==> config.mk <==
export PLATFORM = sky130hd
export DESIGN_NAME = qpsc_core
export DESIGN_NICKNAME = d
export VERILOG_FILES = /design/src/include/qpsc_pkg.sv /design/src/include/qpsc_link_if.sv /design/src/core/qpsc_core.sv /design/src/core/qpsc_pin_sync.sv
export SDC_FILE = /design/constraint.sdc
export NUM_CORES = 1
export LEC_CHECK = 0
export ABC_CLOCK_PERIOD_IN_PS = 36700
export BUFFER_PORTS_ARGS = -buffer_cell sky130_fd_sc_hd__buf_2
export CORE_MARGIN = 4
export CORE_UTILIZATION = 35
export DETAILED_ROUTE_END_ITERATION = 10
export PLACE_DENSITY = 0.6
export SETUP_SLACK_MARGIN = 0.1
export SYNTH_ARGS = -nofsm -noshare
export SYNTH_HDL_FRONTEND = slang
export SYNTH_HIERARCHICAL = 1
export SYNTH_SLANG_ARGS = --single-unit
export TNS_END_PERCENT = 50
==> constraint.sdc <==
create_clock -name ref_clk -period 36.7 [get_ports ref_clk]
set_input_delay 5.505 -clock ref_clk [delete_from_list [all_inputs] [get_ports ref_clk]]
set_output_delay 5.505 -clock ref_clk [all_outputs]
set_load 0.01 [all_outputs]
==> src/include/qpsc_pkg.sv <==
package qpsc_pkg;
   localparam int unsigned NUM_POTS = 4;
   localparam int unsigned NUM_STORED = 4;
   localparam int unsigned TAP_W = 6;
   localparam int unsigned NUM_TAPS = 64;
   // identification byte layout
   // type code value is arbitrary; any fixed nibble serves
   localparam logic [3:0] ID_TYPE_CODE = 4'h6;
   localparam int unsigned ID_TYPE_LSB = 4;
   localparam int unsigned ID_ADDR_LSB = 0;
   // instruction byte layout
   localparam int unsigned OP_LSB = 4;
   localparam int unsigned REG_LSB = 2;
   localparam int unsigned POT_LSB = 0;
   // opcodes
   localparam logic [3:0] OP_RD_WIPER = 4'h9;
   localparam logic [3:0] OP_WR_WIPER = 4'hA;
   localparam logic [3:0] OP_RD_STORED = 4'hB;
   localparam logic [3:0] OP_WR_STORED = 4'hC;
   localparam logic [3:0] OP_XFR_TO_WIPER = 4'hD;
   localparam logic [3:0] OP_XFR_TO_STORED = 4'hE;
   localparam logic [3:0] OP_GXFR_TO_WIPER = 4'h1;
   localparam logic [3:0] OP_GXFR_TO_STORED = 4'h8;
   localparam logic [3:0] OP_STEP = 4'h2;
   localparam logic [3:0] OP_STATUS = 4'h5;
   localparam logic [TAP_W-1:0] TAP_MAX = 6'h3F;
   localparam logic [TAP_W-1:0] TAP_MIN = 6'h00;
   localparam logic [TAP_W-1:0] STORED_RESET = 6'h00;
   // timing
   localparam int unsigned CLK_MHZ = 200;
   localparam int unsigned NV_WRITE_MS = 10;
   localparam int unsigned NV_WRITE_CYCLES = NV_WRITE_MS * 1000 * CLK_MHZ;
   localparam int unsigned SETTLE_NS = 10;
   localparam int unsigned SETTLE_CYCLES = (SETTLE_NS * CLK_MHZ + 999) / 1000;
   typedef enum logic [2:0]
   {
      QPSC_ID = 3'b000,
      QPSC_INSTR = 3'b001,
      QPSC_DATA = 3'b011,
      QPSC_STEP = 3'b010,
      QPSC_IGNORE = 3'b110
   } qpsc_state_t;
endpackage : qpsc_pkg

==> src/include/qpsc_link_if.sv <==
`timescale 1ns/10ps
interface qpsc_link_if;
   logic sck_rise;
   logic sck_fall;
   logic sel_active;
   logic sel_rise;
   logic din;
   logic pause;
   logic guard_ok;
   modport front (output sck_rise, sck_fall, sel_active, sel_rise, din,
      pause, guard_ok);
   modport core (input sck_rise, sck_fall, sel_active, sel_rise, din,
      pause, guard_ok);
endinterface : qpsc_link_if

==> src/core/qpsc_core.sv <==
`timescale 1ns/10ps
// Contract
// - sample serial_in on SCK rising edge
// - drive serial_out only for read data
// - wiper value decoded one-hot of 64
// - four wipers: write, load, step
// - wipers recalled from stored zero
// - four 6-bit stored registers per pot
// - stored write lasts at most 10ms
// - nv save starts on select rise
// - pending flag during nv write, readable
// - first byte carries checked type code
// - address bits must match straps
// - instruction byte: opcode, register, pot
// - transfers end after instruction byte
// - global transfer acts on all pots
// - wiper moves after settle; nv transfer
// - data commands use three-byte sequence
// - step pulses move wiper up/down
// - stepping accepts unbounded pulses
// - opcode encodings as listed
// - read data shifted on SCK fall
// - write guard low blocks nv writes
// - pause keeps sequence state
module qpsc_core
#(
   parameter int unsigned NV_CYCLES = qpsc_pkg::NV_WRITE_CYCLES
)
(
   input wire logic ref_clk,
   input wire logic rst,
   input wire logic sck,
   input wire logic serial_in,
   input wire logic select_low,
   input wire logic serial_pause_n,
   input wire logic write_guard_n,
   input wire logic [1:0] address_strap_pins,
   output logic serial_out,
   output logic serial_out_oe,
   output logic nv_write_pending_flag,
   output logic [4*qpsc_pkg::NUM_TAPS-1:0] tap_enable
);
   import qpsc_pkg::*;

   function automatic logic [NUM_TAPS-1:0] onehot(input logic [5:0] v);
      onehot = {{(NUM_TAPS-1){1'b0}}, 1'b1} << v;
   endfunction : onehot

   qpsc_link_if link();
   qpsc_pin_sync u_sync
   (
      .ref_clk(ref_clk),
      .rst(rst),
      .sck(sck),
      .serial_in(serial_in),
      .select_low(select_low),
      .serial_pause_n(serial_pause_n),
      .write_guard_n(write_guard_n),
      .link(link)
   );

   qpsc_state_t state_q, state_d;
   logic [2:0] bit_q;
   logic [7:0] sh_q;
   logic [3:0] op_q;
   logic [1:0] rsel_q;
   logic [1:0] psel_q;
   logic [7:0] tx_q;
   logic tx_en_q;
   logic [5:0] wiper_q [NUM_POTS];
   logic [5:0] shown_q [NUM_POTS];
   logic [5:0] stored_q [NUM_POTS][NUM_STORED];
   logic [NUM_STORED-1:0] recall_done_q;
   logic recalled_q;
   logic nv_arm_q;
   logic nv_glob_q;
   logic nv_from_wiper_q;
   logic [5:0] nv_data_q;
   logic [31:0] nv_cnt_q;
   logic nv_busy_q;
   logic [$clog2(SETTLE_CYCLES+1)-1:0] settle_q;
   // straps are pins too, so they get two flops like the link
   logic [1:0] strap_s1_q;
   logic [1:0] strap_s2_q;

   // the link only advances while selected and not paused
   wire active = link.sel_active & ~link.pause;
   wire rise = active & link.sck_rise;
   wire fall = active & link.sck_fall;
   wire [7:0] byte_in = {sh_q[6:0], link.din};
   wire byte_done = rise & (bit_q == 3'd7);
   wire id_ok = (byte_in[7:4] == ID_TYPE_CODE) &
      (byte_in[1:0] == strap_s2_q);
   wire [3:0] op_in = byte_in[7:4];
   wire is_xfr = (op_in == OP_XFR_TO_WIPER) | (op_in == OP_XFR_TO_STORED) |
      (op_in == OP_GXFR_TO_WIPER) | (op_in == OP_GXFR_TO_STORED);
   wire is_data = (op_in == OP_RD_WIPER) | (op_in == OP_WR_WIPER) |
      (op_in == OP_RD_STORED) | (op_in == OP_WR_STORED) |
      (op_in == OP_STATUS);
   wire [1:0] r_in = byte_in[3:2];
   wire [1:0] p_in = byte_in[1:0];
   wire instr_done = byte_done & (state_q == QPSC_INSTR);
   wire data_done = byte_done & (state_q == QPSC_DATA);
   wire step_evt = rise & (state_q == QPSC_STEP);
   wire nv_start = link.sel_rise & nv_arm_q & ~nv_busy_q &
      link.guard_ok;

   always_comb
   begin
      state_d = state_q;
      if (!link.sel_active)
         state_d = QPSC_ID;
      else if (byte_done)
      begin
         case (state_q)
            QPSC_ID: state_d = id_ok ? QPSC_INSTR : QPSC_IGNORE;
            QPSC_INSTR: state_d = is_data ? QPSC_DATA :
               (op_in == OP_STEP) ? QPSC_STEP : QPSC_IGNORE;
            QPSC_DATA: state_d = QPSC_IGNORE;
            QPSC_STEP: state_d = QPSC_STEP;
            QPSC_IGNORE: state_d = QPSC_IGNORE;
            default: state_d = QPSC_IGNORE;
         endcase
      end
   end

   always_ff @(posedge ref_clk or posedge rst)
   begin
      if (rst)
      begin
         state_q <= QPSC_ID;
         bit_q <= 3'd0;
         sh_q <= 8'h00;
         op_q <= 4'h0;
         rsel_q <= 2'b00;
         psel_q <= 2'b00;
         strap_s1_q <= 2'h0;
         strap_s2_q <= 2'h0;
      end
      else
      begin
         state_q <= state_d;
         strap_s1_q <= address_strap_pins;
         strap_s2_q <= strap_s1_q;
         if (!link.sel_active)
            bit_q <= 3'd0;
         else if (rise)
         begin
            bit_q <= bit_q + 3'd1;
            sh_q <= byte_in;
         end
         if (instr_done)
         begin
            op_q <= op_in;
            rsel_q <= r_in;
            psel_q <= p_in;
         end
      end
   end

   // read byte loaded at instruction end, shifted on falling edges
   wire [5:0] rd_val = (op_in == OP_RD_WIPER) ? wiper_q[p_in] :
      (op_in == OP_RD_STORED) ? stored_q[p_in][r_in] :
      {5'b00000, nv_busy_q};
   wire is_read = (op_in == OP_RD_WIPER) | (op_in == OP_RD_STORED) |
      (op_in == OP_STATUS);
   always_ff @(posedge ref_clk or posedge rst)
   begin
      if (rst)
      begin
         tx_q <= 8'h00;
         tx_en_q <= 1'b0;
         serial_out <= 1'b0;
         serial_out_oe <= 1'b0;
      end
      else
      begin
         if (instr_done & is_read)
         begin
            tx_q <= {2'b00, rd_val};
            tx_en_q <= 1'b1;
         end
         else if (data_done | ~link.sel_active)
            tx_en_q <= 1'b0;
         if (fall & tx_en_q & (state_q == QPSC_DATA))
         begin
            serial_out <= tx_q[7];
            serial_out_oe <= 1'b1;
            tx_q <= {tx_q[6:0], 1'b0};
         end
         else if (~tx_en_q | ~link.sel_active)
            serial_out_oe <= 1'b0;
      end
   end

   // power-up recall: wipers load from stored zero once out of reset
   wire do_recall = ~recalled_q;
   genvar gp;
   generate
      for (gp = 0; gp < NUM_POTS; gp++)
      begin : g_pot
         wire hit = (psel_q == 2'(gp));
         always_ff @(posedge ref_clk or posedge rst)
         begin
            if (rst)
               wiper_q[gp] <= TAP_MIN;
            else if (do_recall)
               wiper_q[gp] <= stored_q[gp][0];
            else if (data_done & hit & (op_q == OP_WR_WIPER))
               wiper_q[gp] <= byte_in[5:0];
            else if (instr_done & (op_in == OP_XFR_TO_WIPER) &
               (p_in == 2'(gp)))
               wiper_q[gp] <= stored_q[gp][r_in];
            else if (instr_done & (op_in == OP_GXFR_TO_WIPER))
               wiper_q[gp] <= stored_q[gp][r_in];
            else if (step_evt & hit)
            begin
               if (link.din && wiper_q[gp] != TAP_MAX)
                  wiper_q[gp] <= wiper_q[gp] + 6'd1;
               else if (!link.din && wiper_q[gp] != TAP_MIN)
                  wiper_q[gp] <= wiper_q[gp] - 6'd1;
            end
         end
         // switch position follows the counter after the settle delay
         always_ff @(posedge ref_clk or posedge rst)
         begin
            if (rst)
               shown_q[gp] <= TAP_MIN;
            else if (settle_q == '0)
               shown_q[gp] <= wiper_q[gp];
         end
         always_ff @(posedge ref_clk or posedge rst)
         begin
            if (rst)
               tap_enable[gp*NUM_TAPS +: NUM_TAPS] <= {{(NUM_TAPS-1){1'b0}},
                  1'b1};
            else
               tap_enable[gp*NUM_TAPS +: NUM_TAPS] <= onehot(shown_q[gp]);
         end
      end
   endgenerate

   always_ff @(posedge ref_clk or posedge rst)
   begin
      if (rst)
      begin
         recalled_q <= 1'b0;
         settle_q <= '0;
      end
      else
      begin
         recalled_q <= 1'b1;
         if (data_done | instr_done | step_evt)
            settle_q <= SETTLE_CYCLES[$bits(settle_q)-1:0];
         else if (settle_q != '0)
            settle_q <= settle_q - 1'b1;
      end
   end

   // nv write: armed by a complete command, started at deselect
   always_ff @(posedge ref_clk or posedge rst)
   begin
      if (rst)
      begin
         nv_arm_q <= 1'b0;
         nv_glob_q <= 1'b0;
         nv_from_wiper_q <= 1'b0;
         nv_data_q <= 6'h00;
         nv_busy_q <= 1'b0;
         nv_cnt_q <= 32'd0;
         nv_write_pending_flag <= 1'b0;
      end
      else
      begin
         if (link.sel_rise)
            nv_arm_q <= 1'b0;
         else if (data_done & (op_q == OP_WR_STORED) & ~nv_busy_q)
         begin
            nv_arm_q <= 1'b1;
            nv_from_wiper_q <= 1'b0;
            nv_glob_q <= 1'b0;
            nv_data_q <= byte_in[5:0];
         end
         else if (instr_done & ~nv_busy_q & ((op_in == OP_XFR_TO_STORED) |
            (op_in == OP_GXFR_TO_STORED)))
         begin
            nv_arm_q <= 1'b1;
            nv_from_wiper_q <= 1'b1;
            nv_glob_q <= (op_in == OP_GXFR_TO_STORED);
         end
         else if (byte_done & (state_q != QPSC_ID))
            nv_arm_q <= 1'b0; // overrun bytes cancel the save
         if (nv_start)
         begin
            nv_busy_q <= 1'b1;
            nv_cnt_q <= NV_CYCLES - 1;
         end
         else if (nv_busy_q)
         begin
            if (nv_cnt_q == 32'd0)
               nv_busy_q <= 1'b0;
            else
               nv_cnt_q <= nv_cnt_q - 32'd1;
         end
         nv_write_pending_flag <= nv_busy_q | nv_start;
      end
   end

   // commit takes effect at save start, which keeps the window simple
   genvar sp, sr;
   generate
      for (sp = 0; sp < NUM_POTS; sp++)
      begin : g_sp
         for (sr = 0; sr < NUM_STORED; sr++)
         begin : g_sr
            wire sel = (rsel_q == 2'(sr)) &
               (nv_glob_q | (psel_q == 2'(sp)));
            always_ff @(posedge ref_clk or posedge rst)
            begin
               if (rst)
                  stored_q[sp][sr] <= STORED_RESET;
               else if (nv_start & sel)
                  stored_q[sp][sr] <= nv_from_wiper_q ? wiper_q[sp] :
                     nv_data_q;
            end
         end
      end
   endgenerate

   a_nv_flag_len: assert property (@(posedge ref_clk) disable iff (rst)
      nv_start |=> nv_busy_q [*8])
      else $error("pending flag dropped early");
   a_guard_blocks: assert property (@(posedge ref_clk) disable iff (rst)
      (link.sel_rise & ~link.guard_ok) |=> !$rose(nv_busy_q))
      else $error("nv write under guard");
   a_step_sat: assert property (@(posedge ref_clk) disable iff (rst)
      (step_evt & link.din & wiper_q[psel_q] == TAP_MAX) |=>
      wiper_q[psel_q] == TAP_MAX)
      else $error("wiper wrapped");
   a_oe_idle: assert property (@(posedge ref_clk) disable iff (rst)
      !link.sel_active |=> !serial_out_oe)
      else $error("serial_out driven while deselected");
   a_onehot_tap: assert property (@(posedge ref_clk) disable iff (rst)
      $onehot(tap_enable[NUM_TAPS-1:0]))
      else $error("tap decode not one-hot");
   a_pause_hold: assert property (@(posedge ref_clk) disable iff (rst)
      (link.pause & link.sel_active) |=> $stable(bit_q))
      else $error("sequence moved during pause");
   a_bad_id: assert property (@(posedge ref_clk) disable iff (rst)
      (byte_done & state_q == QPSC_ID & !id_ok) |=>
      state_q == QPSC_IGNORE)
      else $error("mismatched id accepted");
   a_start_sel: assert property (@(posedge ref_clk) disable iff (rst)
      $rose(nv_busy_q) |-> $past(link.sel_rise))
      else $error("nv save without deselect");
   c_read: cover property (@(posedge ref_clk) serial_out_oe);
   c_step: cover property (@(posedge ref_clk) step_evt);
   c_nv: cover property (@(posedge ref_clk) nv_start);
endmodule : qpsc_core

==> src/core/qpsc_pin_sync.sv <==
`timescale 1ns/10ps
module qpsc_pin_sync
(
   input wire logic ref_clk,
   input wire logic rst,
   input wire logic sck,
   input wire logic serial_in,
   input wire logic select_low,
   input wire logic serial_pause_n,
   input wire logic write_guard_n,
   qpsc_link_if.front link
);
   // two flops per pin; only stage two feeds logic
   logic [4:0] s1_q;
   logic [4:0] s2_q;
   logic sck_prev_q;
   logic sel_prev_q;
   always_ff @(posedge ref_clk or posedge rst)
   begin
      if (rst)
      begin
         s1_q <= 5'h1C;
         s2_q <= 5'h1C;
         sck_prev_q <= 1'b0;
         sel_prev_q <= 1'b1;
      end
      else
      begin
         s1_q <= {write_guard_n, serial_pause_n, select_low, serial_in, sck};
         s2_q <= s1_q;
         sck_prev_q <= s2_q[0];
         sel_prev_q <= s2_q[2];
      end
   end
   assign link.sck_rise = s2_q[0] & ~sck_prev_q;
   assign link.sck_fall = ~s2_q[0] & sck_prev_q;
   assign link.din = s2_q[1];
   assign link.sel_active = ~s2_q[2];
   assign link.sel_rise = s2_q[2] & ~sel_prev_q;
   assign link.pause = ~s2_q[3];
   assign link.guard_ok = s2_q[4];
endmodule : qpsc_pin_sync

# ---- Word level (Yosys, flattened, before mapping)
# Cells that the tools add are included.
dict set report classes {
  n_addsub 11
  n_lt_le_gt_ge 2
  eq_ne 40
  n_shift 4
  n_mux 85
  bitwise_logic 97
  n_reduce_logical 38
}
# cell n
set ops {}
lappend ops {{two-way mux 6 bit} 46}
lappend ops {{<< shifter 1 x 6 -> 64 bit (first input constant)} 4}
lappend ops {{two-way mux 32 bit} 3}
lappend ops {{AND 1 bit} 72}
lappend ops {{binary-select mux 6 bit (select 2 bit)} 6}
lappend ops {{binary-select mux 24 bit (select 2 bit)} 1}
lappend ops {{two-way mux 24 bit} 2}
lappend ops {{equality test 4 bit (second input constant)} 9}
lappend ops {{zero test 32 bit} 1}
lappend ops {{subtractor 32 x 1 -> 32 bit (second input constant)} 1}
lappend ops {{adder 6 x 1 -> 6 bit (second input constant)} 4}
lappend ops {{inequality test 6 x 1 -> 1 bit (second input constant)} 4}
lappend ops {{inequality test 6 bit (second input constant)} 4}
lappend ops {{nonzero test 6 bit} 4}
lappend ops {{subtractor 6 x 1 -> 6 bit (second input constant)} 4}
lappend ops {{two-way mux 3 bit} 7}
lappend ops {{inequality test 5 x 1 -> 1 bit (second input constant)} 4}
lappend ops {{nonzero test 2 bit} 9}
lappend ops {{two-way mux 8 bit} 2}
lappend ops {{OR 1 bit} 16}
lappend ops {{AND reduction 2 bit} 8}
lappend ops {{two-way mux 1 bit} 15}
lappend ops {{equality test 2 bit (second input constant)} 6}
lappend ops {{one-hot mux 3 bit (3 select lines)} 1}
lappend ops {{other kinds (21)} 44}
dict set report totals {
  register_bits 494
  output_inout_bits 259
  wordCells 330
}

# ---- Longest topological paths before layout
# Gate-level depths: netlist of run 1.
dict set report depth {
  ltp_word 11
  mapped_depth 12
  mapped_depth_nobuf 10
}

# ---- Cells and area by module
# Netlist of run 1, hierarchy kept.
# mod n_inst cells_each area_per_inst_um2 seq_area_each_um2
set by_module_without_submodules {}
lappend by_module_without_submodules {qpsc_core 1 1927 20612.3 12066.6}
lappend by_module_without_submodules {qpsc_pin_sync 1 18 341.6 309.0}

# ---- Worst setup path after synthesis of run 1
# No wires, ideal clock.
dict set report synth_timing {
  path_type {register to output}
  startpoint {reg tap_enable[0] in the netlist's numbering}
  endpoint {out tap_enable[0] in the netlist's numbering}
  t_arrival_ns 0.520
  required_ns 31.195
  slack_ns 30.675
  stages_incl_launch_ff 1
  path_buffers 0
  cell_sequence {dfstp_2}
}
# item line
set synth_rtl {}
lappend synth_rtl {{from (decl)} qpsc_core.sv:41} ;# output logic [4*qpsc_pkg::NUM_TAPS-1:0] tap_enable
lappend synth_rtl {{from (signal, indexed assignment)} qpsc_core.sv:235} ;# tap_enable[gp*NUM_TAPS +: NUM_TAPS] <= {{(NUM_TAPS-1){1'b0}},
lappend synth_rtl {{from (signal, indexed assignment)} qpsc_core.sv:238} ;# tap_enable[gp*NUM_TAPS +: NUM_TAPS] <= onehot(shown_q[gp]);
# No word-level cell between the ends.

==> flow_summary_export.csv, run 1 <==
group,metric,value,unit
outcome,status,"finished clean",
synthesis,synth_area,21000,sq um
cts,cts.clk_slew.worst_paths,0.06,ns
floorplan,placementRows,89,
synthesis,synth_xor_area_share,1.84,%
synthesis,synth_top_area_share,57.7,%
power,p_leak,0.0121,uW
timing,fmax,128,MHz
synthesis,synth_ff_type,"dfrtp_1",
synthesis,yosys_warnings,6,
timing,hold_viol,0,
synthesis,syn_inst,1945,
timing,rsz0062_at_grt,"false",
synthesis,ys_ff_latch,494,
cells_and_area,fin_cells,2975,
place,dp_hpwl,40200,um
cts,cts_tree,"done",
synthesis,synth_top_family_by_area,"simple AND/OR/NAND/NOR gates",
timing,worst_pin_slew,1.21,ns
detailed_routing,via_per_inst,5.28,
timing,slew_headroom,18.9,%
global_routing,grt_pass1_wl,90800,um
worst_setup_path,critPathMaxFanout,165,
global_routing,track_usage,17.9,%
cts,post_cts_buffers,0,
synthesis,synthSimpleGateAreaFrac,17.7,%
floorplan,coreArea,59100,sq um
cts,cts-root-buf,"clkbuf_16",
power,seqPwrFrac,46.5,%
power,power_switching,368,uW
cells_and_area,multi_input_area,8030,sq um
detailed_routing,drc,0,
worst_setup_path,crit_type,"primary input to async pin",
place,port_buffers,267,
worst_setup_path,startpoint,"rst",
cells_and_area,nets,2193,
power,power_per_cell_area,52.9,nW/um^2
worst_setup_path,end_kind,"async pin",
power,intPower,937,uW
detailed_routing,dr_total_vias,15700,
place,dpl.cell_count,2881,
synthesis,yosysUniqueCellTypes,67,
global_routing,grt_pass1_vias,15600,
cts,hold_buffers,0,
synthesis,synth_compound_area_share,9.40,%
cells_and_area,nFillCells,5527,
synthesis,async_reset_ff_share,100,%
synthesis,yosys.area.top_type,"dfrtp_1",
worst_setup_path,worst_setup_path_start_kind,"primary input",
floorplan,die_width,253,um
power,fin_total_pwr,1310,uW
cts,cts_buffers,50,
synthesis,yosysSeqAreaShare,59.1,%
global_routing,grt_max_degree,166,
detailed_routing,postRouteAntennaNets,0,
floorplan,die_area,63800,sq um
global_routing,grt-ovfl-total,0,
timing,final_max_slew_viol_count,0,
detailed_routing,drt-initial-drc-count,1306,
cts,cts.sinks,494,
cells_and_area,area_growth,17.7,%
synthesis,netlist_top_cells_area,"dfrtp_1 58%, nor2_1 5.8%, mux4_2 4.6%",
cts,cts-resized-gates,0,
place,place.gp.congestion,0.881,
detailed_routing,wire_per_inst,19.7,um
cts,clk_path_buf_depth,3,
power,power_switching_share,28.2,%
cells_and_area,seq_area,12400,sq um
floorplan,ios,268,
cells_and_area,drive_above_1_share,22.2,%
floorplan,initial_core_util,35.4,%
synthesis,synth_common_cells,"483 x dfrtp_1, 321 x nor2_1, 201 x nand2_1",
detailed_routing,dr.pass1.iters,7,
timing,final.period_utilization,21.2,%
timing,setup_viol,0,
power,max-vdd-ir-drop,0.0000279,V
synthesis,post-synth-top-count-cell,"dfrtp_1",
floorplan,dieHeight,253,um
cts,htree_levels,2,
synthesis,postSynthAreaPerCell,10.8,sq um
min_path,hp-class,"register to register",
synthesis,syn-num-nets,1978,
timing,layout_min_cycle_time,7.79,ns
timing,finClkSkew,0.0274,ns
timing,final.setup.tns,0,ns
min_path,min_from,"strap_s1_q[1]",
cts,clk_latency,0.60,ns
worst_setup_path,cp.required,37.23,ns
detailed_routing,routed_wl,58600,um
worst_setup_path,r2r_start,"u_sync/s2_q[2]",
synthesis,synth_mux_area_share,7.75,%
global_routing,antenna_found_initial,1,
synthesis,synthAdderAreaFrac,1.58,%
worst_setup_path,critPathArrivalTime,8.32,ns
job,cap_violations,0,
synthesis,synth-edff-count,0,
power,pwr-share-clk,40.9,%
power,combPwrFrac,12.7,%
cells_and_area,n_antenna_cell,0,
registers in the layout, summed over array words and instances (netlist names), 3 cells and up:
register / flops
bit_q: 3
nv_cnt_q: 32
nv_data_q: 6
op_q: 4
sh_q: 7
shown_q: 24
state_q: 3
stored_q: 96
tap_enable: 256
tx_q: 8
u_sync/s1_q: 5
u_sync/s2_q: 5
wiper_q: 24
final timing paths:
| path | slack (ns) | cells after the start | end |
|---|---|---|---|
| setup / recovery | 28.91 | 4 | tap_enable[53] |
| hold / removal | 0.35 | 0 | strap_s2_q[1] |
| setup reg to reg | 33.23 | 8 | stored_q[9] |
| hold reg to reg | 0.35 | 0 | strap_s2_q[1] |
| max in group ref_clk | 29.97 | 1 | tap_enable[0] |
| min in group asynchronous | 5.00 | 2 | u_sync/s1_q[0] |
placed cells by master, fill, tap and decap left out, drive strengths merged, types with 6 or more instances in the layout:
cell type and instances:
a211oi 6, a21o 19, a21oi 94, a31oi 19
and3 6, buf 281, clkbuf 67, clkinv 15
dfrtp 483, dfstp 11, ha 20, inv 29
mux2 36, mux2i 25, mux4 43, nand2 201
nand2b 26, nand3 57, nand3b 7, nand4 16
nor2 321, nor2b 29, nor3 47, nor4 20
o21ai 129, o221ai 12, o22a 8, o22ai 7
o31ai 8, or2 16, or3 18, or4 12
xnor2 32, xor2 12
worst max-delay path: stages:
cell and delay, ns:
buf_2 0.14, inv_8 0.60, buf_12 0.69, buf_4 1.04
final cells by class:
| class | count | area share [%] |
|---|---|---|
| multi-input cells | 1307 | 32.5 |
| clock inverters | 27 | 1.30 |
| clock buffers | 67 | 5.74 |
| well taps | 773 | 3.92 |
| inverters | 26 | 0.426 |
| repair buffers | 281 | 5.89 |
| flip-flops and latches | 494 | 50.2 |
stage by stage:
stage	cell area (sq um)	worst slack [ns]	hold slack (ns)	util, %
floorplan	21000	17.75	0.331	-
global placement	22900	28.34	0.336	38.8
detailed placement	22900	28.24	0.342	38.8
CTS	24700	28.89	0.349	41.7
global route	24700	28.36	0.351	41.7
finish	24700	28.91	0.346	41.7
routing by layer:
layer / share of wire [%] / up-vias / track usage (%)
met5: 0.022 / - / 0
met4: 3.6 / 2 / 6.21
met3: 5.8 / 118 / 3.02
met2: 49 / 514 / 29.8
met1: 42 / 7889 / 23.8
li1: - / 7175 / -
cells by family after synthesis:
| kind of cell | count (synthesis) |
|---|---|
| AO/OA/AOI/OAI | 331 |
| AND/OR/NAND/NOR | 803 |
| adder cells (fa/ha/maj) | 24 |
| flip-flops | 494 |
| buffers and inverters | 144 |
| XOR/XNOR | 44 |
| other | 1 |
| multiplexers | 104 |
power by group through the flow:
stage	logic [uW]	clock network (uW)	registers [uW]
after detailed placement	167	0	616
after global placement	164	0	616
final	165	533	607
after floorplan	127	0	597
after global routing	183	565	610
after CTS	167	543	606
(Power assumes the default switching activity.)
==> run 2: changes to the inputs <==
--- a/config.mk
+++ b/config.mk
@@ -5,7 +5,7 @@
 export SDC_FILE = /design/constraint.sdc
 export NUM_CORES = 1
 export LEC_CHECK = 0
-export ABC_CLOCK_PERIOD_IN_PS = 36700
+export ABC_CLOCK_PERIOD_IN_PS = 8050
 export BUFFER_PORTS_ARGS = -buffer_cell sky130_fd_sc_hd__buf_2
 export CORE_MARGIN = 4
 export CORE_UTILIZATION = 35
==> constraint.sdc (replaced) <==
create_clock -name ref_clk -period 8.05 [get_ports ref_clk]
set_input_delay 1.2075 -clock ref_clk [delete_from_list [all_inputs] [get_ports ref_clk]]
set_output_delay 1.2075 -clock ref_clk [all_outputs]
set_load 0.01 [all_outputs]
==> flow_summary_export.csv, run 2 (synthesis gave the netlist of run 1 again) <==
group,metric,value,unit
cts,cts.sinks,494,
worst_setup_path,critPathMaxFanout,15,
min_path,hold-path-endpoint,"strap_s2_q[0]",
cts,cts.clk_slew.worst_paths,0.06,ns
cts,htree_levels,2,
min_path,hp-class,"register to register",
cts,clk_path_buf_depth,3,
timing,final.setup.tns,0,ns
cts,cts-root-buf,"clkbuf_16",
floorplan,coreArea,59100,sq um
cells_and_area,area_growth,17.0,%
worst_setup_path,r2r_end,"stored_q[90]",
cells_and_area,largest_register_ffs,256,
timing,setup_viol,0,
timing,final.period_utilization,41.4,%
min_path,min_from,"strap_s1_q[0]",
power,power_per_cell_area,235,nW/um^2
worst_setup_path,crit_type,"register to register",
timing,final_max_slew_viol_count,0,
min_path,hold_path_depth,0,
global_routing,met2_usage,31.1,%
global_routing,top_usage_layer,"met2",
detailed_routing,drc,0,
power,fin_total_pwr,5770,uW
cells_and_area,layout_common_cells,"481 x dfrtp_1, 321 x nor2_1, 267 x buf_2, 201 x nand2_1, 129 x o21ai_0",
outcome,status,"finished clean",
floorplan,die_area,63800,sq um
global_routing,grt_pass1_vias,15800,
power,p_leak,0.0120,uW
cells_and_area,seq_area,12400,sq um
detailed_routing,wire_per_inst,19.7,um
global_routing,grt_pass1_wl,91300,um
cts,post_cts_buffers,0,
floorplan,die_width,253,um
place,place.gp.congestion,0.923,
cells_and_area,nets,2191,
worst_setup_path,slowest_stage,"nor3b_1",
worst_setup_path,critPathBufInv,1,
place,port_buffers,267,
timing,hold_viol,0,
place,dp_hpwl,41000,um
detailed_routing,routed_wl,58600,um
global_routing,antenna_found_initial,1,
job,cap_violations,0,
global_routing,grt_use_met3,2.51,%
worst_setup_path,r2r_setup_slack,4.72,ns
detailed_routing,postRouteAntennaNets,0,
cts,hold_buffers,0,
cts,cts-resized-gates,0,
worst_setup_path,cp.required,8.46,ns
worst_setup_path,r2r_start,"u_sync/s2_q[2]",
cts,cts_tree,"done",
cells_and_area,drive_above_1_share,21.6,%
worst_setup_path,path_cells,"nor2b_1 > a31oi_1 > inv_1 > nand2_1 > a21oi_1 > nor3b_1 > a21oi_1",
cts,clk_latency,0.58,ns
worst_setup_path,critical_path.max_stage_delay,1.04,ns
cells_and_area,largest_register,"tap_enable",
worst_setup_path,worst_setup_path_start_kind,"register",
detailed_routing,dr_total_vias,15800,
worst_setup_path,rr_worst_depth,7,
detailed_routing,dr.pass1.iters,5,
cts,cts_buffers,48,
timing,finClkSkew,0.0275,ns
power,max-vdd-ir-drop,0.000143,V
cells_and_area,layout_commonest_cell,"dfrtp_1",
cells_and_area,multi_input_area,8030,sq um
worst_setup_path,critPathTopFamily,"simple AND/OR/NAND/NOR gates",
floorplan,ios,268,
global_routing,track_usage,17.9,%
timing,rsz0062_at_grt,"false",
floorplan,placementRows,89,
worst_setup_path,end_kind,"register",
cells_and_area,nFillCells,5593,
worst_setup_path,critPathArrivalTime,3.74,ns
global_routing,globalRouteMet1Util,23.3,%
cells_and_area,largestRegisters,"tap_enable x256, stored_q x96, nv_cnt_q x32",
timing,layout_min_cycle_time,3.33,ns
worst_setup_path,crit_top_cell,"a21oi_1",
global_routing,grt_max_degree,189,
global_routing,grt-ovfl-total,0,
timing,fmax,300,MHz
timing,slew_headroom,16.3,%
detailed_routing,drt-initial-drc-count,1270,
floorplan,initial_core_util,35.4,%
floorplan,dieHeight,253,um
detailed_routing,via_per_inst,5.33,
timing,worst_pin_slew,1.25,ns
-- run 2: cell count changes in the layout (fill, tap and decap cells not counted), moves of 2 or more --
cell	previous run	this run
bufinv_16	5	3
clkbuf_1	8	15
clkbuf_16	51	48
clkinv_4	5	0
clkinv_8	0	3
inv_8	3	0
-- run 2: power breakdown --
part	internal, uW	leakage, uW	switching, uW	total (uW)
clock	1280	0.000765	967	2250
combinational	279	0.00447	466	746
sequential	2580	0.00673	197	2780
total	4140	0.0120	1630	5770
-- run 2: metrics by stage --
step / util [%] / setup WS [ns] / std cells / area, sq um / hold WS [ns]
4_1_cts: 41.4 / 4.74 / 2969 / 24500 / 0.347
5_1_grt: 41.4 / 4.34 / 2969 / 24500 / 0.351
2_1_floorplan: - / 0.313 / 1945 / 21000 / 0.331
3_5_place_dp: 38.8 / 4.54 / 2881 / 22900 / 0.335
3_3_place_gp: 38.8 / 4.63 / 2881 / 22900 / 0.335
6_report: 41.4 / 4.72 / 2970 / 24500 / 0.343
-- run 2: layout make-up --
| class | count | area share [%] |
|---|---|---|
| well taps | 773 | 3.95 |
| flip-flops and latches | 494 | 50.5 |
| multi-input cells | 1307 | 32.7 |
| clock buffers | 71 | 5.58 |
| diodes | 1 | 0.0102 |
| clock inverters | 17 | 0.812 |
| inverters | 26 | 0.414 |
| repair buffers | 281 | 5.98 |
-- run 2: worst max path at each step --
| stage | depth (start not counted) | slack [ns] | startpoint | to |
|---|---|---|---|---|
| after floorplan | 1 | 0.31 | rst | bit_q[0] |
| after global placement | 4 | 4.63 | rst | tap_enable[40] |
| after detailed placement | 4 | 4.54 | rst | tap_enable[42] |
| after CTS | 7 | 4.74 | u_sync/s2_q[2] | stored_q[94] |
| after global routing | 7 | 4.34 | u_sync/s2_q[2] | stored_q[92] |
| final | 7 | 4.72 | u_sync/s2_q[2] | stored_q[90] |
-- run 2: per-layer routing --
layer / up-vias / part of all wire (%)
li1: 7153 / -
met1: 8001 / 41
met2: 552 / 50
met3: 111 / 6.3
met4: 0 / 2.7
met5: - / 0
